===== config.mk =====
export PLATFORM = sky130hd
export DESIGN_NAME = dpsev_regs
export DESIGN_NICKNAME = d
export VERILOG_FILES = /design/src/dpsev_pkg.sv /design/src/dpsev_regs.sv
export SDC_FILE = /design/constraint.sdc
export NUM_CORES = 1
export LEC_CHECK = 0
export CAP_MARGIN = 25
export CORE_MARGIN = 2
export CORE_UTILIZATION = 30
export DETAILED_ROUTE_END_ITERATION = 16
export DONT_BUFFER_PORTS = 1
export PLACE_DENSITY = 0.48
export SYNTH_ARGS = -nofsm -noshare
export SYNTH_HDL_FRONTEND = slang
export SYNTH_SLANG_ARGS = --single-unit

===== constraint.sdc =====
create_clock -name aclk -period 1.4 [get_ports aclk]
set_input_delay 0 -clock aclk [delete_from_list [all_inputs] [get_ports aclk]]
set_output_delay 0 -clock aclk [all_outputs]
set_load 0.05 [all_outputs]

===== src/dpsev_pkg.sv =====
// package of offsets, field positions, reset values and encodings for the loop status bank
// assumes a 32-bit axi4-lite register bus, one aligned word per register
package dpsev_pkg;
    localparam logic [7:0] addr_trim = 8'h00;
    localparam logic [7:0] addr_status = 8'h04;
    localparam logic [7:0] addr_events = 8'h08;
    localparam logic [7:0] addr_lol_cnt = 8'h0c;
    localparam logic [7:0] addr_irq_mask = 8'h10;
    localparam logic [7:0] trim_reset = 8'h1f;
    localparam logic [3:0] events_reset = 4'h0;
    localparam logic [3:0] lol_cnt_reset = 4'h0;
    localparam logic [3:0] lol_cnt_max = 4'hf;
    localparam logic [3:0] mask_reset = 4'h0;
    localparam int state_lsb = 4;
    localparam int ref_sel_bit = 1;
    localparam int lock_bit = 0;
    localparam int ev_state_ch = 3;
    localparam int ev_holdover = 2;
    localparam int ev_lol_lmt = 1;
    localparam int ev_lol = 0;
    localparam logic [1:0] resp_okay = 2'h0;
    localparam logic [1:0] resp_slverr = 2'h2;
    typedef enum logic [2:0] {
        dpsev_freerun = 3'h0,
        dpsev_normal = 3'h1,
        dpsev_holdover = 3'h2,
        dpsev_write_freq = 3'h3,
        dpsev_acquire = 3'h4,
        dpsev_hitless = 3'h5
    } dpsev_state_e;
endpackage


===== src/dpsev_regs.sv =====
// loop status, event flags, lock-loss counter and delay trim behind axi4-lite
// assumes loop state, reference select and lock level arrive synchronous to aclk
//
// Design decisions made here: the register offsets and the AXI4-Lite register port.
module dpsev_regs #(
    parameter logic [3:0] lol_cnt_thresh = 4'h8
)(
    // clock and reset
    input wire logic aclk,
    input wire logic aresetn,
    // write address channel
    input wire logic [7:0] s_axi_awaddr,
    input wire logic s_axi_awvalid,
    output logic s_axi_awready,
    // write data channel
    input wire logic [31:0] s_axi_wdata,
    input wire logic [3:0] s_axi_wstrb,
    input wire logic s_axi_wvalid,
    output logic s_axi_wready,
    // write response channel
    output logic [1:0] s_axi_bresp,
    output logic s_axi_bvalid,
    input wire logic s_axi_bready,
    // read address channel
    input wire logic [7:0] s_axi_araddr,
    input wire logic s_axi_arvalid,
    output logic s_axi_arready,
    // read data channel
    output logic [31:0] s_axi_rdata,
    output logic [1:0] s_axi_rresp,
    output logic s_axi_rvalid,
    input wire logic s_axi_rready,
    // loop side
    input wire logic [2:0] loop_state,
    input wire logic ref_select,
    input wire logic lock_detect,
    input wire logic loop_clock_gated,
    input wire logic loop_soft_reset,
    // outputs to the loop and interrupt
    output logic [7:0] delay_trim,
    output logic irq
);

    logic [7:0] awaddr_q;
    logic aw_held_q;
    logic [31:0] wdata_q;
    logic [3:0] wstrb_q;
    logic w_held_q;
    logic [7:0] trim_q;
    logic [3:0] events_q;
    logic [3:0] mask_q;
    logic [3:0] lol_cnt_q;
    logic [2:0] state_q;
    logic ref_q;
    logic lock_q;
    logic started_q;
    logic irq_q;
    logic do_write;
    logic wr_lane0;
    logic [3:0] ev_set;
    logic [3:0] ev_clr;
    logic over_thresh;
    logic [31:0] rd_d;
    logic rd_ok;
    logic aw_take;
    logic w_take;
    logic ar_take;
    logic cnt_open;
    logic wr_sel_trim;
    logic wr_sel_events;
    logic wr_sel_cnt;
    logic wr_sel_mask;
    logic wr_known;

    // write address and data captured independently, in either order
    always_ff @(posedge aclk)
    begin
        if (!aresetn)
        begin
            aw_held_q <= 1'b0;
            awaddr_q <= 8'h00;
        end
        else if (s_axi_awvalid && s_axi_awready)
        begin
            aw_held_q <= 1'b1;
            awaddr_q <= s_axi_awaddr;
        end
        else if (do_write)
        begin
            aw_held_q <= 1'b0;
        end
    end

    always_ff @(posedge aclk)
    begin
        if (!aresetn)
        begin
            w_held_q <= 1'b0;
            wdata_q <= 32'h0000_0000;
            wstrb_q <= 4'h0;
        end
        else if (s_axi_wvalid && s_axi_wready)
        begin
            w_held_q <= 1'b1;
            wdata_q <= s_axi_wdata;
            wstrb_q <= s_axi_wstrb;
        end
        else if (do_write)
        begin
            w_held_q <= 1'b0;
        end
    end

    // channel takes and the single write strobe
    assign aw_take = s_axi_awvalid && s_axi_awready;
    assign w_take = s_axi_wvalid && s_axi_wready;
    assign ar_take = s_axi_arvalid && s_axi_arready;
    assign do_write = aw_held_q && w_held_q && !s_axi_bvalid;
    assign wr_lane0 = do_write && wstrb_q[0];
    assign cnt_open = !loop_clock_gated && !loop_soft_reset;

    // write target decode from the held address
    always_comb
    begin
        wr_sel_trim = 1'b0;
        wr_sel_events = 1'b0;
        wr_sel_cnt = 1'b0;
        wr_sel_mask = 1'b0;
        wr_known = 1'b1;
        case (awaddr_q[7:2])
            dpsev_pkg::addr_trim[7:2]: wr_sel_trim = wr_lane0;
            dpsev_pkg::addr_status[7:2]: wr_known = 1'b1;
            dpsev_pkg::addr_events[7:2]: wr_sel_events = wr_lane0;
            dpsev_pkg::addr_lol_cnt[7:2]: wr_sel_cnt = wr_lane0;
            dpsev_pkg::addr_irq_mask[7:2]: wr_sel_mask = wr_lane0;
            default: wr_known = 1'b0;
        endcase
    end

    // ready drops the cycle after a take and stays low while that beat is held or a response is pending
    always_ff @(posedge aclk)
    begin
        if (!aresetn)
            s_axi_awready <= 1'b0;
        else
            s_axi_awready <= !aw_held_q && !aw_take && !s_axi_bvalid;
    end

    always_ff @(posedge aclk)
    begin
        if (!aresetn)
            s_axi_wready <= 1'b0;
        else
            s_axi_wready <= !w_held_q && !w_take && !s_axi_bvalid;
    end

    // response two cycles after the later of address and data
    always_ff @(posedge aclk)
    begin
        if (!aresetn)
            s_axi_bvalid <= 1'b0;
        else if (do_write)
            s_axi_bvalid <= 1'b1;
        else if (s_axi_bready)
            s_axi_bvalid <= 1'b0;
    end

    always_ff @(posedge aclk)
    begin
        if (!aresetn)
            s_axi_bresp <= dpsev_pkg::resp_okay;
        else if (do_write)
            s_axi_bresp <= wr_known ? dpsev_pkg::resp_okay : dpsev_pkg::resp_slverr;
    end

    // debug delay trim toward the phase detector path
    always_ff @(posedge aclk)
    begin
        if (!aresetn)
            trim_q <= dpsev_pkg::trim_reset;
        else if (wr_sel_trim)
            trim_q <= wdata_q[7:0];
    end

    // sampled loop status, one cycle behind the loop
    always_ff @(posedge aclk)
    begin
        if (!aresetn)
            state_q <= dpsev_pkg::dpsev_freerun;
        else
            state_q <= loop_state;
    end

    always_ff @(posedge aclk)
    begin
        if (!aresetn)
            ref_q <= 1'b0;
        else
            ref_q <= ref_select;
    end

    // lock level is owned by the loop's lock detector
    always_ff @(posedge aclk)
    begin
        if (!aresetn)
            lock_q <= 1'b0;
        else
            lock_q <= lock_detect;
    end

    // masks false events on the first cycle out of reset
    always_ff @(posedge aclk)
    begin
        if (!aresetn)
            started_q <= 1'b0;
        else
            started_q <= 1'b1;
    end

    // alarm compare against the fixed threshold
    assign over_thresh = lol_cnt_q > lol_cnt_thresh;
    assign ev_clr = wr_sel_events ? wdata_q[3:0] : 4'h0;

    // event sources
    always_comb
    begin
        ev_set = 4'h0;
        if (started_q)
        begin
            ev_set[dpsev_pkg::ev_state_ch] = loop_state != state_q;
            ev_set[dpsev_pkg::ev_holdover] = loop_state == dpsev_pkg::dpsev_holdover
                && state_q != dpsev_pkg::dpsev_holdover;
            ev_set[dpsev_pkg::ev_lol] = lock_q && !lock_detect;
        end
        ev_set[dpsev_pkg::ev_lol_lmt] = over_thresh;
    end

    // sticky flags, one per event; a set in the clearing cycle wins
    for (genvar b = 0; b < 4; b++)
    begin : g_event
        always_ff @(posedge aclk)
        begin
            if (!aresetn)
                events_q[b] <= dpsev_pkg::events_reset[b];
            else if (ev_set[b])
                events_q[b] <= 1'b1;
            else if (ev_clr[b])
                events_q[b] <= 1'b0;
        end
    end

    // lock-loss counter with guarded software preset; a write beats a count
    always_ff @(posedge aclk)
    begin
        if (!aresetn)
            lol_cnt_q <= dpsev_pkg::lol_cnt_reset;
        else if (wr_sel_cnt && cnt_open)
            lol_cnt_q <= wdata_q[3:0];
        else if (ev_set[dpsev_pkg::ev_lol] && lol_cnt_q != dpsev_pkg::lol_cnt_max)
            lol_cnt_q <= lol_cnt_q + 4'h1;
    end

    // interrupt mask, same layout as the event flags
    always_ff @(posedge aclk)
    begin
        if (!aresetn)
            mask_q <= dpsev_pkg::mask_reset;
        else if (wr_sel_mask)
            mask_q <= wdata_q[3:0];
    end

    // level interrupt from unmasked flags
    always_ff @(posedge aclk)
    begin
        if (!aresetn)
            irq_q <= 1'b0;
        else
            irq_q <= |(events_q & mask_q);
    end

    // read decode, reserved bits zero
    always_comb
    begin
        rd_d = 32'h0000_0000;
        rd_ok = 1'b1;
        case (s_axi_araddr[7:2])
            dpsev_pkg::addr_trim[7:2]: rd_d[7:0] = trim_q;
            dpsev_pkg::addr_status[7:2]: rd_d[6:0] = {state_q, 2'h0, ref_q, lock_q};
            dpsev_pkg::addr_events[7:2]: rd_d[3:0] = events_q;
            dpsev_pkg::addr_lol_cnt[7:2]: rd_d[3:0] = lol_cnt_q;
            dpsev_pkg::addr_irq_mask[7:2]: rd_d[3:0] = mask_q;
            default: rd_ok = 1'b0;
        endcase
    end

    // read channel: answer one cycle after the address is taken
    always_ff @(posedge aclk)
    begin
        if (!aresetn)
            s_axi_arready <= 1'b0;
        else if (ar_take)
            s_axi_arready <= 1'b0;
        else if (!s_axi_rvalid)
            s_axi_arready <= 1'b1;
    end

    always_ff @(posedge aclk)
    begin
        if (!aresetn)
            s_axi_rvalid <= 1'b0;
        else if (ar_take)
            s_axi_rvalid <= 1'b1;
        else if (s_axi_rready)
            s_axi_rvalid <= 1'b0;
    end

    // read data captured with the address
    always_ff @(posedge aclk)
    begin
        if (!aresetn)
        begin
            s_axi_rdata <= 32'h0000_0000;
            s_axi_rresp <= dpsev_pkg::resp_okay;
        end
        else if (ar_take)
        begin
            s_axi_rdata <= rd_d;
            s_axi_rresp <= rd_ok ? dpsev_pkg::resp_okay : dpsev_pkg::resp_slverr;
        end
    end

    // outputs straight from their flops
    assign delay_trim = trim_q;
    assign irq = irq_q;
endmodule


==> results of run 1 <==
power by group:
group	switching (mW)	internal, mW	leakage (nW)
Sequential	0.0561	1.74	0.483
Combinational	0.344	0.173	0.845
Clock	0.678	0.861	0.0991
worst max path at each step:
| stage | start | to | slack [ns] | cells after the start |
|---|---|---|---|---|
| 4_1_cts | awaddr_q[5]$_SDFFE_PN0P_ | events_q[3]$_SDFFE_PN0P_ | 0.0004 | 4 |
| 5_1_grt | s_axi_bvalid$_SDFFE_PN0P_ | delay_trim[0]$_SDFFE_PN1P_ | -0.12 | 6 |
| 3_3_place_gp | awaddr_q[3]$_SDFFE_PN0P_ | lol_cnt_q[2]$_SDFFE_PN0P_ | 0.04 | 5 |
| 3_5_place_dp | awaddr_q[5]$_SDFFE_PN0P_ | delay_trim[0]$_SDFFE_PN1P_ | 0.02 | 6 |
| 6_report | s_axi_bvalid$_SDFFE_PN0P_ | events_q[3]$_SDFFE_PN0P_ | -0.02 | 4 |
| 2_1_floorplan | s_axi_bvalid$_SDFFE_PN0P_ | events_q[3]$_SDFFE_PN0P_ | 0.04 | 4 |
critical path, cell delays in order, from the launching register on:
cell                      delay [ns]
sky130_fd_sc_hd__dfxtp_4        0.36
sky130_fd_sc_hd__nor4b_4        0.32
sky130_fd_sc_hd__and4b_1        0.35
sky130_fd_sc_hd__a21oi_1        0.10
sky130_fd_sc_hd__a31o_1         0.19
flip-flops by register name, summed over array words and instances (netlist names), 3 cells and up:
signal	count
wdata_q	8
mask_q	4
awaddr_q	6
events_q	4
lol_cnt_q	4
state_q	3
delay_trim	8
s_axi_rdata	8
cell usage after synthesis, types with 6 or more instances:
| library cell | n |
|---|---|
| sky130_fd_sc_hd__and2_1 | 7 |
| sky130_fd_sc_hd__o21ai_0 | 14 |
| sky130_fd_sc_hd__mux2i_1 | 18 |
| sky130_fd_sc_hd__nor2_1 | 9 |
| sky130_fd_sc_hd__clkbuf_1 | 8 |
| sky130_fd_sc_hd__nand3_1 | 11 |
| sky130_fd_sc_hd__buf_4 | 26 |
| sky130_fd_sc_hd__a21boi_0 | 23 |
| sky130_fd_sc_hd__inv_1 | 6 |
| sky130_fd_sc_hd__dfxtp_1 | 59 |
| sky130_fd_sc_hd__nand2_1 | 43 |
| sky130_fd_sc_hd__nor2b_1 | 8 |
| sky130_fd_sc_hd__nand4_1 | 6 |
cell usage in the layout (no fill, tap or decap), types with 2 or more instances in the layout:
master	n
sky130_fd_sc_hd__xnor2_1	4
sky130_fd_sc_hd__o21ai_1	2
sky130_fd_sc_hd__o22a_1	2
sky130_fd_sc_hd__o21a_1	2
sky130_fd_sc_hd__conb_1	26
sky130_fd_sc_hd__clkinv_2	3
sky130_fd_sc_hd__mux2i_1	18
sky130_fd_sc_hd__nand2b_1	2
sky130_fd_sc_hd__a22oi_1	2
sky130_fd_sc_hd__dfxtp_1	55
sky130_fd_sc_hd__a21boi_0	21
sky130_fd_sc_hd__ha_1	2
sky130_fd_sc_hd__dlygate4sd3_1	22
sky130_fd_sc_hd__buf_4	36
sky130_fd_sc_hd__a31oi_1	4
sky130_fd_sc_hd__nor2b_1	8
sky130_fd_sc_hd__nand3_1	10
sky130_fd_sc_hd__nor2_1	9
sky130_fd_sc_hd__and2_1	7
sky130_fd_sc_hd__inv_1	6
sky130_fd_sc_hd__dfxtp_2	3
sky130_fd_sc_hd__and3b_1	3
sky130_fd_sc_hd__clkbuf_8	10
sky130_fd_sc_hd__mux4_2	2
sky130_fd_sc_hd__and4b_1	2
sky130_fd_sc_hd__a21oi_1	3
sky130_fd_sc_hd__nand4_1	6
sky130_fd_sc_hd__a221oi_1	3
sky130_fd_sc_hd__nand2_1	42
sky130_fd_sc_hd__a21boi_1	3
sky130_fd_sc_hd__o21ai_0	14
sky130_fd_sc_hd__nor3_2	2
per-layer routing:
layer | wire, µm | up-vias
met1 | 3070 | 1032
met5 | 0 | -
li1 | - | 1108
met3 | 475 | 6
met4 | 69 | 0
met2 | 2900 | 71
metrics by stage:
step                utilization (%)  std cells  TNS (ns)  hold slack, ns  total power, mW
finish                         39.5        467   -0.0565          -0.304             3.86
global route                   39.5        467    -0.893          -0.340             4.05
CTS                            39.0        466         0          -0.326             3.90
detailed placement             34.3        428         0          0.0331             2.30
global placement               34.3        428         0          0.0329             2.30
floorplan                         -        320         0          0.0277             2.28
final cells by class:
cell class / instances / share of cell area [%]
Multi-Input combinational cell: 219 / 40.7
Clock inverter: 5 / 1.52
Tap cell: 108 / 3.90
Inverter: 6 / 0.651
Sequential cell: 59 / 34.3
Clock buffer: 11 / 4.09
Timing Repair Buffer: 59 / 14.8
logic make-up after synthesis:
group	synth area share, %
buffers and inverters	9.47
adders and majority gates	0.919
DFF	43.4
and+or+nand+nor	20.8
AOI/OAI and AO/OA	15.8
muxes	8.27
xor gates and xnor gates	1.29
other	0.138
what timing repair did:
item,in CTS,in global routing
endpoints found under the setup margin,0,20
endpoints found under the hold margin,59,52
resized for setup,0,12
buffers inserted,0,1
==> metrics, run 1 <==
overall global routing resource usage 13.5%; grt ovf 0; worst hold endpoint started_q$_DFF_P_; share of post-route cells with drive strength above 1 19.5%; Tcrit/Tclk final 102%; height of the die 99.3 µm; arrival time of data at the critical path endpoint 1.65 ns; startpoint kind of the worst setup timing path register; type of the tightest min-delay check in -> reg; area delta synth->final 27.1%; residual antenna-violating net count after detailed routing 0; register-to-register setup slack -0.02 ns; endpoint required time on the critical path 1.63 ns; critical path fanouts, max 4; 1st-pass router iterations 5; final hold viol count 52; fill cell total of the finished layout 896; per-instance average area after synthesis 9.23 µm²; standard cell core area 8760 µm²; initial antenna violation count 0; number of clock buffers inserted by TritonCTS 9; depth of the worst register-to-register path 4; Die W 99.3 µm; met2 Use GR 20.1%; maximum capacitance violations 0; most area-hungry cell type in the Yosys netlist sky130_fd_sc_hd__dfxtp_1; unrepaired setup endpoints after global routing yes; Final WS setup -0.0224 ns; result of the run finished with violations; reg2reg end events_q[3]$_SDFFE_PN0P_; number of synthesized flops with an enable pin 0; grt met3 use 5.76%; # setup viols final 9; sequential share of the synthesized area 43.4%; post-detailed-route DRC marker count 0; YS warnings 0; final worst hold slack -0.304 ns; combined area of all synthesized cells 2720 µm²; worst slack at placement 0.0166 ns; footprint of the flip-flops and latches 1190 µm²; reported leakage power 1.43 nW; total detailed-routing wirelength 6510 µm; Post-synth top flop sky130_fd_sc_hd__dfxtp_1; count of pins on the block boundary 116; most utilized layer in the global route result met2; placed cell area 3000 µm²; routability cong. 0.811; total power density per cell area 1110 nW/µm²; clock tree skew after final layout 0.00798 ns; average via count per standard cell 4.75; Detailed Place HPWL 4540 µm; # rows 34; Clock Root Buffer sky130_fd_sc_hd__clkbuf_8; level count of the clock H-tree 3; pin count of the biggest net entering global routing 63; Total Nets Final 422; worst flop-to-flop path startpoint s_axi_bvalid$_SDFFE_PN0P_; die area 9850 µm²; asr flop ratio synth 0%; Synth Instances 295; flops & latches, synth 59; global-route wire length before repair 10300 µm; fraction of post-synthesis cell area in the top cell type by area 43.4%; FMAX 703 MHz; number of global-route vias before repair 2053; initial core utilization 31.1%; failing checks hold timing, setup timing; number of buffers on the longest clock path 2; crit path capture type register; final cell area excluding filler cells 3460 µm²; detailed-route via count 2217; Port Buf Inserts 0; time the final worst path needs with I/O delays and setup 1.42 ns; worst voltage drop across the vdd grid 0.725 mV; distinct cell type count after synthesis 47; clock tree from TritonCTS yes; number of max-slew violations in the final report 0; type of the worst setup path reg -> reg; diode insertion count for antenna repair 0; drt first-iter violations 62; clk sink count 59; clock transition at the registers of the reported paths 0.07 ns; hold buffers post-CTS 22; hold-critical path depth 0; worst hold path startpoint aresetn; source-to-sink clock delay at the later pin of the worst-skew pair 0.33 ns; Routed WL per cell 13.9 µm; area taken by multi-input logic gates 1410 µm²; met1 track demand over resource 17.6%; most area-consuming cells after synthesis sky130_fd_sc_hd__dfxtp_1, sky130_fd_sc_hd__buf_4, sky130_fd_sc_hd__mux2i_1, sky130_fd_sc_hd__a21boi_0, sky130_fd_sc_hd__nand2_1
Power figures use the tool's default switching activity.
==> run 2: changes to the inputs <==
--- a/config.mk
+++ b/config.mk
@@ -5,6 +5,7 @@
 export SDC_FILE = /design/constraint.sdc
 export NUM_CORES = 1
 export LEC_CHECK = 0
+export ABC_AREA = 1
 export CAP_MARGIN = 25
 export CORE_MARGIN = 2
 export CORE_UTILIZATION = 30
==> metrics, run 2 <==
number of synthesized flops with an enable pin 0 (unchanged); total detailed-routing wirelength 6960 µm (+6.9%); most used cells in the layout excluding fill and tap cells sky130_fd_sc_hd__dfxtp_1, sky130_fd_sc_hd__nand2_1, sky130_fd_sc_hd__nor2_1; fraction of post-synthesis cell area in the top cell type by area 42.7% (-0.73 points); total power density per cell area 1140 nW/µm² (+2.7%); number of buffers on the longest clock path 2 (unchanged); most area-hungry cell type in the Yosys netlist sky130_fd_sc_hd__dfxtp_1; crit path capture type register; diode insertion count for antenna repair 0 (unchanged); Die W 100 µm (+0.81%); YS warnings 0 (unchanged); height of the die 100 µm (+0.81%); residual antenna-violating net count after detailed routing 0 (unchanged); average via count per standard cell 4.60 (-3.0%); clock transition at the registers of the reported paths 0.07 ns (about the same); Synth Instances 362 (+23%); share of post-route cells with drive strength above 1 18.6% (-0.90 points); FMAX 742 MHz (+5.5%); Port Buf Inserts 0 (unchanged); global-route wire length before repair 11200 µm (+8.5%); clock tree skew after final layout 0.0142 ns (+0.00620 ns); count of pins on the block boundary 116 (unchanged); Routed WL per cell 12.6 µm (-9.6%); initial antenna violation count 0 (unchanged); flops & latches, synth 59 (unchanged); number of global-route vias before repair 2336 (+14%); final hold viol count 1 (-98%); per-instance average area after synthesis 7.65 µm² (-17%); reported leakage power 1.58 nW (+11%); distinct cell type count after synthesis 35 (-26%); endpoint required time on the critical path 1.67 ns (+0.04 ns); # rows 35 (+2.9%); drt first-iter violations 93 (+50%); worst hold path startpoint loop_soft_reset; end-of-flow core utilization 40.2% (+0.74 points); most common cell after layout, fill and taps aside sky130_fd_sc_hd__dfxtp_1; startpoint kind of the worst setup timing path input port; worst voltage drop across the vdd grid 0.540 mV (-25%); placed instance count 493 (+15%); asr flop ratio synth 0% (unchanged); Clock Root Buffer sky130_fd_sc_hd__clkbuf_8; initial core utilization 30.4% (-0.67 points); 1st-pass router iterations 4 (-1); number of max-slew violations in the final report 0 (unchanged); Detailed Place HPWL 4890 µm (+7.8%); Total Nets Final 504 (+19%); grt ovf 0 (unchanged); die area 10000 µm² (+1.6%); Tcrit/Tclk final 96.3% (-5.3 points); worst-margin pin slew 0.500 ns; Max transition margin 66.6%; arrival time of data at the critical path endpoint 1.62 ns (-0.03 ns); startpoint of the worst setup timing path s_axi_araddr[2]; combined area of all synthesized cells 2770 µm² (+1.7%); sequential share of the synthesized area 42.7% (-0.73 points); type of the worst setup path in -> reg; clock tree from TritonCTS yes; final cell area excluding filler cells 3660 µm² (+5.9%); clk sink count 59 (unchanged); placed cell area 2990 µm² (-0.50%); number of clock buffers inserted by TritonCTS 9 (unchanged); standard cell core area 9110 µm² (+3.9%); failing checks hold timing; critical path fanouts, max 8 (+4); time the final worst path needs with I/O delays and setup 1.35 ns (-0.0740 ns); result of the run finished with violations; overall global routing resource usage 14.3% (+0.78 points); type of the tightest min-delay check in -> reg; worst flop-to-flop path startpoint awaddr_q[6]$_SDFFE_PN0P_; detailed-route via count 2541 (+15%); most area-consuming cells after synthesis sky130_fd_sc_hd__dfxtp_1, sky130_fd_sc_hd__buf_4, sky130_fd_sc_hd__nand2_1, sky130_fd_sc_hd__a21oi_1, sky130_fd_sc_hd__nor2_1; post-detailed-route DRC marker count 0 (unchanged); total chip power 4.19 mW (+8.7%); final cell count without fillers 552 (+18%); level count of the clock H-tree 3 (unchanged); final worst hold slack -0.0315 ns (+0.273 ns); area delta synth->final 32.4%; pin count of the biggest net entering global routing 42 (-33%); top-count cell post-synth sky130_fd_sc_hd__dfxtp_1; # setup viols final 0 (-9); source-to-sink clock delay at the later pin of the worst-skew pair 0.34 ns (about the same); Post-synth top flop sky130_fd_sc_hd__dfxtp_1; most frequent cells after synthesis sky130_fd_sc_hd__dfxtp_1, sky130_fd_sc_hd__nand2_1, sky130_fd_sc_hd__nor2_1, sky130_fd_sc_hd__inv_1, sky130_fd_sc_hd__a21oi_1; maximum capacitance violations 0 (unchanged); routability cong. 0.787 (-2.9%)
## run 2: cell types whose count changed after synthesis, moves of 7 or more
cell                       change
sky130_fd_sc_hd__nor2_1       +31
sky130_fd_sc_hd__o21ai_0      +15
sky130_fd_sc_hd__a21oi_1      +31
sky130_fd_sc_hd__mux2i_1      -18
sky130_fd_sc_hd__inv_1        +33
sky130_fd_sc_hd__o211ai_1      +7
sky130_fd_sc_hd__nand3_1       +9
sky130_fd_sc_hd__a21boi_0     -23
sky130_fd_sc_hd__and2_1        -7
sky130_fd_sc_hd__nand2_1       +7
sky130_fd_sc_hd__nor2b_1       -8
## run 2: power by group
part           internal, mW  switching (mW)  leakage (nW)
Clock                  1.01           0.714         0.103
Sequential             1.76          0.0562         0.485
Combinational         0.205           0.452         0.992
## run 2: logic make-up (layout without fill, tap and decap cells)
group / after synthesis / after routing / synth area share, %
other cells: 1 / 26 / 0.135
compound gates: 84 / 84 / 17.2
buf+inv: 78 / 132 / 14.8
simple gates: 133 / 133 / 22.7
fa+ha+maj: 2 / 2 / 0.904
flops: 59 / 59 / 42.7
xor+xnor: 5 / 5 / 1.58
## run 2: cell type report
| class | count | area (µm²) |
|---|---|---|
| clock inverters | 6 | 88.8 |
| well taps | 111 | 139 |
| clock buffers | 10 | 128 |
| inverters | 42 | 158 |
| repair buffers | 74 | 664 |
| multi-input cells | 250 | 1300 |
| fillers | 972 | 5440 |
| flip-flops and latches | 59 | 1190 |
## run 2: final timing paths
path / depth (start not counted) / endpoint / slack [ns]
setup / recovery: 5 / s_axi_rdata[7]$_SDFFE_PN0P_ / 0.05
hold / removal: 3 / lol_cnt_q[0]$_SDFFE_PN0P_ / -0.03
setup reg to reg: 5 / delay_trim[3]$_SDFFE_PN1P_ / 0.10
hold reg to reg: 2 / delay_trim[7]$_SDFFE_PN0P_ / 0.45
## run 2: metal layers
layer	wire, µm	track usage [%]	vias up
met5	0	0	-
met4	114	5.69	0
met3	373	3.27	10
met2	3280	23.6	76
met1	3190	18.2	1161
li1	-	-	1294
## run 2: timing repair
item	in CTS	in global routing
hold endpoints to repair	47	0
hold buffers	38	0
setup buffers	0	5
setup endpoints to repair	0	19
resized for setup	0	15
## run 2: critical path, cell delays in order
cell,delay (ns)
sky130_fd_sc_hd__dlygate4sd3_1,0.61
sky130_fd_sc_hd__nor2_4,0.24
sky130_fd_sc_hd__nand3_1,0.10
sky130_fd_sc_hd__dlygate4sd3_1,0.56
sky130_fd_sc_hd__a21oi_1,0.11
## run 2: per-stage QoR
step | worst slack (ns) | setup TNS (ns)
floorplan | 0.0775 | 0
global placement | 0.0533 | 0
detailed placement | 0.0617 | 0
CTS | 0.0282 | 0
global route | -0.00525 | -0.00965
finish | 0.0517 | 0
